File: config.mk
export PLATFORM = sky130hd
export DESIGN_NAME = lan_reset_sequencer
export DESIGN_NICKNAME = d
export VERILOG_FILES = /design/src/lan_reset_pkg.sv /design/src/lan_reset_sequencer.sv
export SDC_FILE = /design/constraint.sdc
export NUM_CORES = 1
export LEC_CHECK = 0
export ABC_CLOCK_PERIOD_IN_PS = 3140
export BUFFER_PORTS_ARGS = -buffer_cell sky130_fd_sc_hd__buf_4
export CORE_MARGIN = 1.5
export CORE_UTILIZATION = 50
export CTS_BUF_LIST = sky130_fd_sc_hd__clkbuf_4
export CTS_CLUSTER_DIAMETER = 200
export DETAILED_ROUTE_END_ITERATION = 7
export PLACE_DENSITY = 0.75
export SYNTH_ARGS = -nofsm -noshare
export SYNTH_HDL_FRONTEND = slang
export SYNTH_SLANG_ARGS = --single-unit
File: constraint.sdc
create_clock -name mclk -period 3.14 [get_ports mclk]
set_input_delay 0.785 -clock mclk [delete_from_list [all_inputs] [get_ports mclk]]
set_output_delay 0.785 -clock mclk [all_outputs]
set_load 0.005 [all_outputs]
File: src/lan_reset_pkg.sv
// What this block does
// power-good low holds all registers reset except transmit bases, gap and filter address
// power-good low holds PHY reset asserted
// host reset floats all PCI outputs
// host reset restores groups, keeps filters
// host reset keeps transmit bases and gap
// PHY reset stretched 400 ns after release
// host reset release triggers EEPROM reload
// host reset enters Dr power state
// global bit 26 resets what host reset does, except PCI, PHY, power state and PME
// global reset spares config, PHY, pin directions
// link bit 3 holds link, stops autoneg
// link reset transmits /C/ ordered sets
// link reset clears received config word only
// EEPROM reload bit rereads EEPROM fields only
// PHY bit drives PHY reset only
// transmit reset forces data lines zero
// filters and bases survive; valid bit cleared
// wakeup status cleared only by power-good
// PME bits reset by power-good or no-aux host reset
// packet buffer never preset
// statistics init within 1 us of D0active
// global bit self-clears after a fixed 16-cycle hold
`default_nettype none
package lan_reset_pkg;
  localparam int unsigned CLK_MHZ          = 125;
  localparam int unsigned PHY_HOLD_NS      = 400;
  localparam int unsigned PHY_HOLD_CYC     = (PHY_HOLD_NS * CLK_MHZ) / 1000;
  localparam int unsigned STAT_INIT_US     = 1;
  localparam int unsigned STAT_INIT_CYC    = STAT_INIT_US * CLK_MHZ;
  localparam int unsigned GLOBAL_HOLD_CYC  = 16;
  localparam int unsigned EE_LOAD_CYC      = 32;
  localparam int unsigned CNT_W            = 8;
  // register offsets (byte addresses)
  localparam logic [7:0] OFS_CTRL   = 8'h00;
  localparam logic [7:0] OFS_STATUS = 8'h08;
  localparam logic [7:0] OFS_EXT    = 8'h18;
  localparam logic [7:0] OFS_WAKE   = 8'h1C;
  localparam logic [7:0] OFS_RADDR  = 8'h20;
  localparam logic [7:0] OFS_RECEIVED_CONFIG_WORD   = 8'h24;
  localparam logic [7:0] OFS_TDBASE = 8'h28;
  localparam logic [7:0] OFS_GAP    = 8'h2C;
  localparam logic [7:0] OFS_GEN    = 8'h30;
  localparam logic [7:0] OFS_WSTAT  = 8'h34;
  localparam int unsigned CTRL_LINK_BIT   = 3;
  localparam int unsigned CTRL_PHY_BIT    = 31;
  localparam int unsigned CTRL_GLOBAL_BIT = 26;
  localparam int unsigned EXT_EE_BIT      = 13;
  localparam int unsigned RADDR_VALID_BIT = 31;
  localparam int unsigned WAKE_PME_EN_BIT = 1;
  localparam int unsigned WAKE_PME_ST_BIT = 2;
  localparam logic [31:0] GEN_RESET       = 32'h0000_0000;
  localparam logic [31:0] GAP_DEFAULT     = 32'h0060_200A;
  localparam logic [31:0] UNMAPPED_DATA   = 32'h0000_0000;
  localparam logic [9:0]  CONFIG_SET_C    = 10'h2B5;
  typedef enum logic [1:0] {PWR_D0U, PWR_D0A, PWR_DR} pwr_state_type;
  typedef struct packed {
    logic        phy_reset;
    logic        tx_zero;
    logic        link_hold;
    logic        autoneg_en;
    logic        ee_load;
    logic        stat_init;
    logic        pci_float;
  } reset_out_type;
endpackage : lan_reset_pkg
`default_nettype wire

File: src/lan_reset_sequencer.sv
`default_nettype none
module lan_reset_sequencer (
  input  wire logic                  mclk,
  input  wire logic                  reset_n,
  input  wire logic                  power_good_in,
  input  wire logic                  host_reset_n_in,
  input  wire logic                  aux_power_in,
  input  wire logic                  mem_access_en_in,
  input  wire logic                  ee_done_in,
  input  wire logic [7:0]            address,
  input  wire logic                  read,
  input  wire logic                  write,
  input  wire logic [31:0]           writedata,
  output logic      [31:0]           readdata,
  output logic                       waitrequest,
  output lan_reset_pkg::reset_out_type ctl,
  output logic      [9:0]            tx_data,
  output lan_reset_pkg::pwr_state_type pwr_state,
  output logic                       pin_dir_keep
);
  localparam int unsigned CNT_W = lan_reset_pkg::CNT_W;
  logic [1:0]  pg_sync_r;
  logic [1:0]  hr_sync_r;
  logic [1:0]  aux_sync_r;
  logic [1:0]  mae_sync_r;
  logic [1:0]  eed_sync_r;
  logic        pg;
  logic        hr_act;
  logic        hr_prev_r;
  logic        hr_release;
  logic        ack_r;
  logic        ctrl_phy_r;
  logic        ctrl_link_r;
  logic        global_r;
  logic [CNT_W-1:0] global_cnt_r;
  logic [CNT_W-1:0] phy_cnt_r;
  logic [CNT_W-1:0] ee_cnt_r;
  logic        ee_busy_r;
  logic [CNT_W-1:0] stat_cnt_r;
  logic        stat_busy_r;
  logic        stat_done_r;
  logic        mae_prev_r;
  logic [31:0] gen_r;
  logic [31:0] raddr_r;
  logic [31:0] received_config_word_r;
  logic [31:0] tdbase_r;
  logic [31:0] gap_r;
  logic [31:0] wstat_r;
  logic        pme_en_r;
  logic        pme_st_r;
  logic        soft_rst;

  // pins cross in from outside the core clock
  always_ff @(posedge mclk or negedge reset_n)
  begin
    if (!reset_n)
    begin
      pg_sync_r  <= 2'h0;
      hr_sync_r  <= 2'h0;
      aux_sync_r <= 2'h0;
      mae_sync_r <= 2'h0;
      eed_sync_r <= 2'h0;
    end
    else
    begin
      pg_sync_r  <= {pg_sync_r[0], power_good_in};
      hr_sync_r  <= {hr_sync_r[0], host_reset_n_in};
      aux_sync_r <= {aux_sync_r[0], aux_power_in};
      mae_sync_r <= {mae_sync_r[0], mem_access_en_in};
      eed_sync_r <= {eed_sync_r[0], ee_done_in};
    end
  end

  assign pg         = pg_sync_r[1];
  assign hr_act     = ~hr_sync_r[1] | ~pg;
  assign hr_release = hr_prev_r & ~hr_act;
  // global bit acts like host reset
  assign soft_rst   = hr_act | global_r;

  // one wait state: every access answers on its second edge
  always_ff @(posedge mclk or negedge reset_n)
  begin
    if (!reset_n)
    begin
      ack_r     <= 1'b0;
      hr_prev_r <= 1'b1;
    end
    else
    begin
      ack_r     <= (read | write) & ~ack_r;
      hr_prev_r <= hr_act;
    end
  end
  assign waitrequest = (read | write) & ~ack_r;

  // global bit self-clears after hold
  always_ff @(posedge mclk or negedge reset_n)
  begin
    if (!reset_n)
    begin
      global_r     <= 1'b0;
      global_cnt_r <= '0;
    end
    else if (hr_act)
    begin
      global_r     <= 1'b0;
      global_cnt_r <= '0;
    end
    else if (write && ack_r && address == lan_reset_pkg::OFS_CTRL &&
             writedata[lan_reset_pkg::CTRL_GLOBAL_BIT])
    begin
      global_r     <= 1'b1;
      global_cnt_r <= CNT_W'(lan_reset_pkg::GLOBAL_HOLD_CYC);
    end
    else if (global_r)
    begin
      global_cnt_r <= global_cnt_r - 1'b1;
      if (global_cnt_r == CNT_W'(1))
        global_r <= 1'b0;
    end
  end

  // PHY bit touches nothing but PHY reset
  // link bit cleared by any full reset
  always_ff @(posedge mclk or negedge reset_n)
  begin
    if (!reset_n)
    begin
      ctrl_phy_r  <= 1'b0;
      ctrl_link_r <= 1'b0;
    end
    else if (soft_rst)
    begin
      ctrl_phy_r  <= 1'b0;
      ctrl_link_r <= 1'b0;
    end
    else if (write && ack_r && address == lan_reset_pkg::OFS_CTRL)
    begin
      ctrl_phy_r  <= writedata[lan_reset_pkg::CTRL_PHY_BIT];
      ctrl_link_r <= writedata[lan_reset_pkg::CTRL_LINK_BIT];
    end
  end

  // PHY held through reset plus 400 ns
  always_ff @(posedge mclk or negedge reset_n)
  begin
    if (!reset_n)
      phy_cnt_r <= CNT_W'(lan_reset_pkg::PHY_HOLD_CYC);
    else if (hr_act)
      phy_cnt_r <= CNT_W'(lan_reset_pkg::PHY_HOLD_CYC);
    else if (phy_cnt_r != '0)
      phy_cnt_r <= phy_cnt_r - 1'b1;
  end

  // EEPROM reload on release or bit
  always_ff @(posedge mclk or negedge reset_n)
  begin
    if (!reset_n)
    begin
      ee_busy_r <= 1'b0;
      ee_cnt_r  <= '0;
    end
    else if (hr_act)
    begin
      ee_busy_r <= 1'b0;
      ee_cnt_r  <= '0;
    end
    else if (hr_release || global_r ||
             (write && ack_r && address == lan_reset_pkg::OFS_EXT &&
              writedata[lan_reset_pkg::EXT_EE_BIT]))
    begin
      ee_busy_r <= 1'b1;
      ee_cnt_r  <= CNT_W'(lan_reset_pkg::EE_LOAD_CYC);
    end
    else if (ee_busy_r)
    begin
      if (ee_cnt_r != '0)
        ee_cnt_r <= ee_cnt_r - 1'b1;
      // loader done pin ends early; counter bounds a missing loader
      if (eed_sync_r[1] || ee_cnt_r == CNT_W'(1))
        ee_busy_r <= 1'b0;
    end
  end

  // statistics init within 1 us of D0active
  always_ff @(posedge mclk or negedge reset_n)
  begin
    if (!reset_n)
    begin
      mae_prev_r  <= 1'b0;
      stat_busy_r <= 1'b0;
      stat_done_r <= 1'b0;
      stat_cnt_r  <= '0;
    end
    else if (soft_rst)
    begin
      mae_prev_r  <= 1'b0;
      stat_busy_r <= 1'b0;
      stat_done_r <= 1'b0;
      stat_cnt_r  <= '0;
    end
    else
    begin
      mae_prev_r <= mae_sync_r[1];
      if (mae_sync_r[1] && !mae_prev_r)
      begin
        stat_busy_r <= 1'b1;
        stat_done_r <= 1'b0;
        stat_cnt_r  <= CNT_W'(lan_reset_pkg::STAT_INIT_CYC - 1);
      end
      else if (stat_busy_r)
      begin
        stat_cnt_r <= stat_cnt_r - 1'b1;
        if (stat_cnt_r == '0)
        begin
          stat_busy_r <= 1'b0;
          stat_done_r <= 1'b1;
        end
      end
    end
  end

  // host reset puts function in Dr
  always_ff @(posedge mclk or negedge reset_n)
  begin
    if (!reset_n)
      pwr_state <= lan_reset_pkg::PWR_DR;
    else if (hr_act)
      pwr_state <= lan_reset_pkg::PWR_DR;
    else if (mae_sync_r[1])
      pwr_state <= lan_reset_pkg::PWR_D0A;
    else
      pwr_state <= lan_reset_pkg::PWR_D0U;
  end

  // general group back to power-on
  always_ff @(posedge mclk or negedge reset_n)
  begin
    if (!reset_n)
      gen_r <= lan_reset_pkg::GEN_RESET;
    else if (soft_rst)
      gen_r <= lan_reset_pkg::GEN_RESET;
    else if (write && ack_r && address == lan_reset_pkg::OFS_GEN)
      gen_r <= writedata;
  end

  // filter kept, only valid bit cleared
  // power-good low clears valid too, via hr_act
  always_ff @(posedge mclk)
  begin
    if (soft_rst)
      raddr_r[lan_reset_pkg::RADDR_VALID_BIT] <= 1'b0;
    else if (write && ack_r && address == lan_reset_pkg::OFS_RADDR)
      raddr_r <= writedata;
  end

  // transmit bases and gap survive host reset
  // no preset: storage without reset term
  always_ff @(posedge mclk)
  begin
    if (write && ack_r && !soft_rst &&
        address == lan_reset_pkg::OFS_TDBASE)
      tdbase_r <= writedata;
  end

  always_ff @(posedge mclk)
  begin
    if (write && ack_r && !soft_rst && address == lan_reset_pkg::OFS_GAP)
      gap_r <= writedata;
  end

  // link reset clears received config word only
  always_ff @(posedge mclk or negedge reset_n)
  begin
    if (!reset_n)
      received_config_word_r <= '0;
    else if (soft_rst || ctrl_link_r)
      received_config_word_r <= '0;
    else if (write && ack_r && address == lan_reset_pkg::OFS_RECEIVED_CONFIG_WORD)
      received_config_word_r <= writedata;
  end

  // wakeup status cleared by power-good only
  always_ff @(posedge mclk or negedge reset_n)
  begin
    if (!reset_n)
      wstat_r <= '0;
    else if (!pg)
      wstat_r <= '0;
    else if (write && ack_r && address == lan_reset_pkg::OFS_WSTAT)
      wstat_r <= writedata;
  end

  // PME kept over host reset with aux power
  always_ff @(posedge mclk or negedge reset_n)
  begin
    if (!reset_n)
    begin
      pme_en_r <= 1'b0;
      pme_st_r <= 1'b0;
    end
    else if (!pg || (hr_release && !aux_sync_r[1]))
    begin
      pme_en_r <= 1'b0;
      pme_st_r <= 1'b0;
    end
    else if (write && ack_r && address == lan_reset_pkg::OFS_WAKE)
    begin
      pme_en_r <= writedata[lan_reset_pkg::WAKE_PME_EN_BIT];
      // a one written to the status bit clears it; nothing here sets it
      pme_st_r <= pme_st_r & ~writedata[lan_reset_pkg::WAKE_PME_ST_BIT];
    end
  end

  // transmit line forcing
  always_ff @(posedge mclk or negedge reset_n)
  begin
    if (!reset_n)
      tx_data <= '0;
    else if (soft_rst)
      tx_data <= '0;
    else if (ctrl_link_r)
      tx_data <= lan_reset_pkg::CONFIG_SET_C;
    else
      tx_data <= '0;
  end

  always_ff @(posedge mclk or negedge reset_n)
  begin
    if (!reset_n)
      readdata <= '0;
    else if (read && !ack_r)
      unique case (address)
        lan_reset_pkg::OFS_CTRL:
          readdata <= {ctrl_phy_r, 4'h0, global_r, 22'h0, ctrl_link_r, 3'h0};
        lan_reset_pkg::OFS_STATUS:
          readdata <= {26'h0, stat_done_r, stat_busy_r, ee_busy_r,
                       pwr_state, pg};
        lan_reset_pkg::OFS_EXT:
          readdata <= {18'h0, ee_busy_r, 13'h0};
        lan_reset_pkg::OFS_WAKE:
          readdata <= {29'h0, pme_st_r, pme_en_r, 1'b0};
        lan_reset_pkg::OFS_RADDR:  readdata <= raddr_r;
        lan_reset_pkg::OFS_RECEIVED_CONFIG_WORD:   readdata <= received_config_word_r;
        lan_reset_pkg::OFS_TDBASE: readdata <= tdbase_r;
        lan_reset_pkg::OFS_GAP:    readdata <= gap_r;
        lan_reset_pkg::OFS_GEN:    readdata <= gen_r;
        lan_reset_pkg::OFS_WSTAT:  readdata <= wstat_r;
        default:                   readdata <= lan_reset_pkg::UNMAPPED_DATA;
      endcase
  end

  // reset outputs
  always_comb
  begin
    ctl            = '0;
    // global reset leaves the PHY alone
    ctl.phy_reset  = ~pg | hr_act | (phy_cnt_r != '0) | ctrl_phy_r;
    ctl.tx_zero    = soft_rst;
    ctl.link_hold  = ctrl_link_r | soft_rst;
    ctl.autoneg_en = ~ctrl_link_r & ~soft_rst;
    ctl.ee_load    = ee_busy_r;
    ctl.stat_init  = stat_busy_r;
    ctl.pci_float  = hr_act;
  end

  // pin directions live outside this reset
  assign pin_dir_keep = global_r;
endmodule : lan_reset_sequencer
`default_nettype wire

==> impl_metrics.toml <==
[die]
die_area_mm2 = 0.02517
rows = 56
coreArea_mm2 = 0.02361
initial_core_util_pct = 51.29
ios = 102
die_w_um = 158.6
die_h_um = 158.6

[worst_setup_path]
reg2reg_from = "hr_sync_r[1]"
path_cells = "nor3_2 > nand4b_1 > buf_4 > or3_1 > buf_4"
crit_required_ns = 2.35
regToRegSetupSlack_ns = 0.90
end_kind = "primary output"
startpoint_type = "flip-flop"
path_max_fanout = 9
slowest_delay_ns = 0.42
timing.rr.end = "gen_r[9]"
path_buf_inv = 2
critPathMostFrequentCell = "buf_4"
worstPathArrival_ns = 2.15
cp_top_family = "simple AND/OR/NAND/NOR gates"
slowest_stage = "dfrtp_1"
reg2reg_depth = 7
timing_worst_setup_path_type = "reg2out"

[pwr]
ir_drop_v = 0.0003159
netSwitchingPower_mw = 1.787
power_density_mw_per_mm2 = 523.1
pwr-share-clk_pct = 43.0
swShare_pct = 24.06
p_int_mw = 5.640
seqPwrFrac_pct = 51.2
power.leakage_nw = 5.868
pwr-share-comb_pct = 5.8
power.total_mw = 7.427

[clock_network]
htree_num_levels = 3
cts_tree = "done"
post_cts_resize_count = 0
cts_buffers = 72
cts.clk_slew.worst_paths_ns = 0.07
hold_buffers = 0
cts_sinks = 279
clock_path_buffers = 3
cts_setup_buffers = 0
clockRootBuffer = "clkbuf_4"
clkLatencyLatePin_ns = 0.69

[sta]
setup-tns-final_ns = 0
rsz0062_at_grt = "false"
max_freq_mhz = 340.9
maxSlewHeadroom_pct = 38.30
fin_crit_ns = 2.933
whs_ns = 0.1475
fin_ws_ns = 0.2067
drv_slew = 0
finalHoldViolCount = 0
fin_crit_sh_pct = 93.42
setup_viol = 0
finClkSkew_ns = 0.04648
worst_pin_slew_ns = 0.9246

[route]
vias_per_cell = 5.954
drtIter0Drc = 811
route.vias.total = 8925
drc_errors = 0
ant_nets = 0
dr.pass1.iters = 5
wire_per_inst_um = 21.20
wl_mm = 31.78

[finish]
utilization_pct = 60.13
multi_input_area_mm2 = 0.004198
drive_gt1_share_pct = 25.02
final_cells = 1499
register_area_mm2 = 0.007457
area_delta_synth_final_pct = 17.23
nNetsFinal = 1178
n_fill_cell = 1894
fin_area_mm2 = 0.01420

[synth]
syn_area_mm2 = 0.01211
yosys-top-cells-area = "dfrtp_1 (37%), edfxtp_1 (24%), a22o_1 (5.4%), nand2_1 (3.4%), mux2i_1 (2.2%)"
synth_common_cells = "dfrtp_1 (179), nand2_1 (111), edfxtp_1 (95)"
synth_cell_types = 77
yosys.area.top_type = "dfrtp_1"
synth-seq-cells = 279
synth_flop_cell = "dfrtp_1"
synthArstFlopShare_pct = 65.59
synth.most_common_cell = "dfrtp_1"
synth_top_area_share_pct = 36.98
synthCells = 984
yosysSeqAreaShare_pct = 61.57
synth_warnings = 0
synth_area_per_cell_um2 = 12.31
synth_edf_count = 95

[placement]
dpl_cell_area_mm2 = 0.01324
port_buffers = 97
dp_slack_ns = 0.4294
post-place-cells = 1365
hpwl_mm = 20.06
place_congestion = 0.8448

[global_routing]
antenna_found_initial = 1
overflow = 0
grt_pass1_wl_mm = 49.76
grt_pass1_vias = 8951
grt_max_degree = 80
gr-usage-all-layers_pct = 26.39

[run]
cap_violations = 0

[run_status]
outcome = "completed"

[worst_hold_path]
hp-class = "in2async"
[layout by cell type, fill, tap and decap left out, types with 21 or more instances in the layout]
cell	instances
edfxtp_1	95
o21ai_0	33
a21oi_1	24
nand3_1	21
mux2i_1	27
a22oi_1	25
clkinv_1	22
nor2_1	50
dfrtp_1	179
nor3_1	24
a22o_1	74
buf_4	127
nand2_1	111
clkbuf_4	105
[power groups by stage]
stage | registers [mW] | clock network [mW] | logic (mW)
after global placement | 3.87 | 0 | 0.425
final | 3.80 | 3.19 | 0.433
after CTS | 3.80 | 3.25 | 0.431
after floorplan | 3.87 | 0 | 0.202
after detailed placement | 3.87 | 0 | 0.430
after global routing | 3.80 | 3.44 | 0.469
[registers in the layout, indices dropped and copies added (netlist names), 8 cells and up]
register / cells
tdbase_r: 32
stat_cnt_r: 8
gen_r: 32
received_config_word_r: 32
global_cnt_r: 8
phy_cnt_r: 8
raddr_r: 32
gap_r: 32
ee_cnt_r: 8
readdata: 32
wstat_r: 32
[how the worst max path moves through the flow]
stage	start	end	cells past startpoint
floorplan	address[5]	gap_r[0]	5
global placement	address[1]	readdata[5]	5
detailed placement	address[1]	readdata[25]	5
CTS	phy_cnt_r[2]	ctl[6]	5
global route	phy_cnt_r[2]	ctl[6]	5
finish	phy_cnt_r[2]	ctl[6]	5
[layer usage]
metal | track usage (%) | vias up | wire length [µm]
met5 | 0 | - | 0
met4 | 10.19 | 0 | 723
met3 | 5.797 | 56 | 2643
met2 | 41.53 | 442 | 15110
met1 | 35.94 | 4471 | 13300
li1 | - | 3956 | -
[cell type report]
cell class                      instances  area share [%]
Clock inverter                         28           1.146
Timing Repair Buffer                  136           7.940
Inverter                               17          0.4494
Antenna cell                            1         0.01762
Tap cell                              319           2.811
Sequential cell                       279           52.52
Clock buffer                          105           5.552
Multi-Input combinational cell        614           29.56
[logic make-up (layout without fill, tap and decap cells)]
kind of cell | count (synthesis) | after routing | synth area share (%)
compound gates | 259 | 259 | 16.19
xor+xnor | 25 | 25 | 1.808
fa+ha+maj | 9 | 9 | 0.9298
buf+inv | 94 | 286 | 4.256
flops | 279 | 279 | 61.57
mux | 41 | 41 | 3.905
other cells | 1 | 5 | 0.03096
simple gates | 276 | 276 | 11.31
Note: power is estimated with default switching activity, not from simulation.
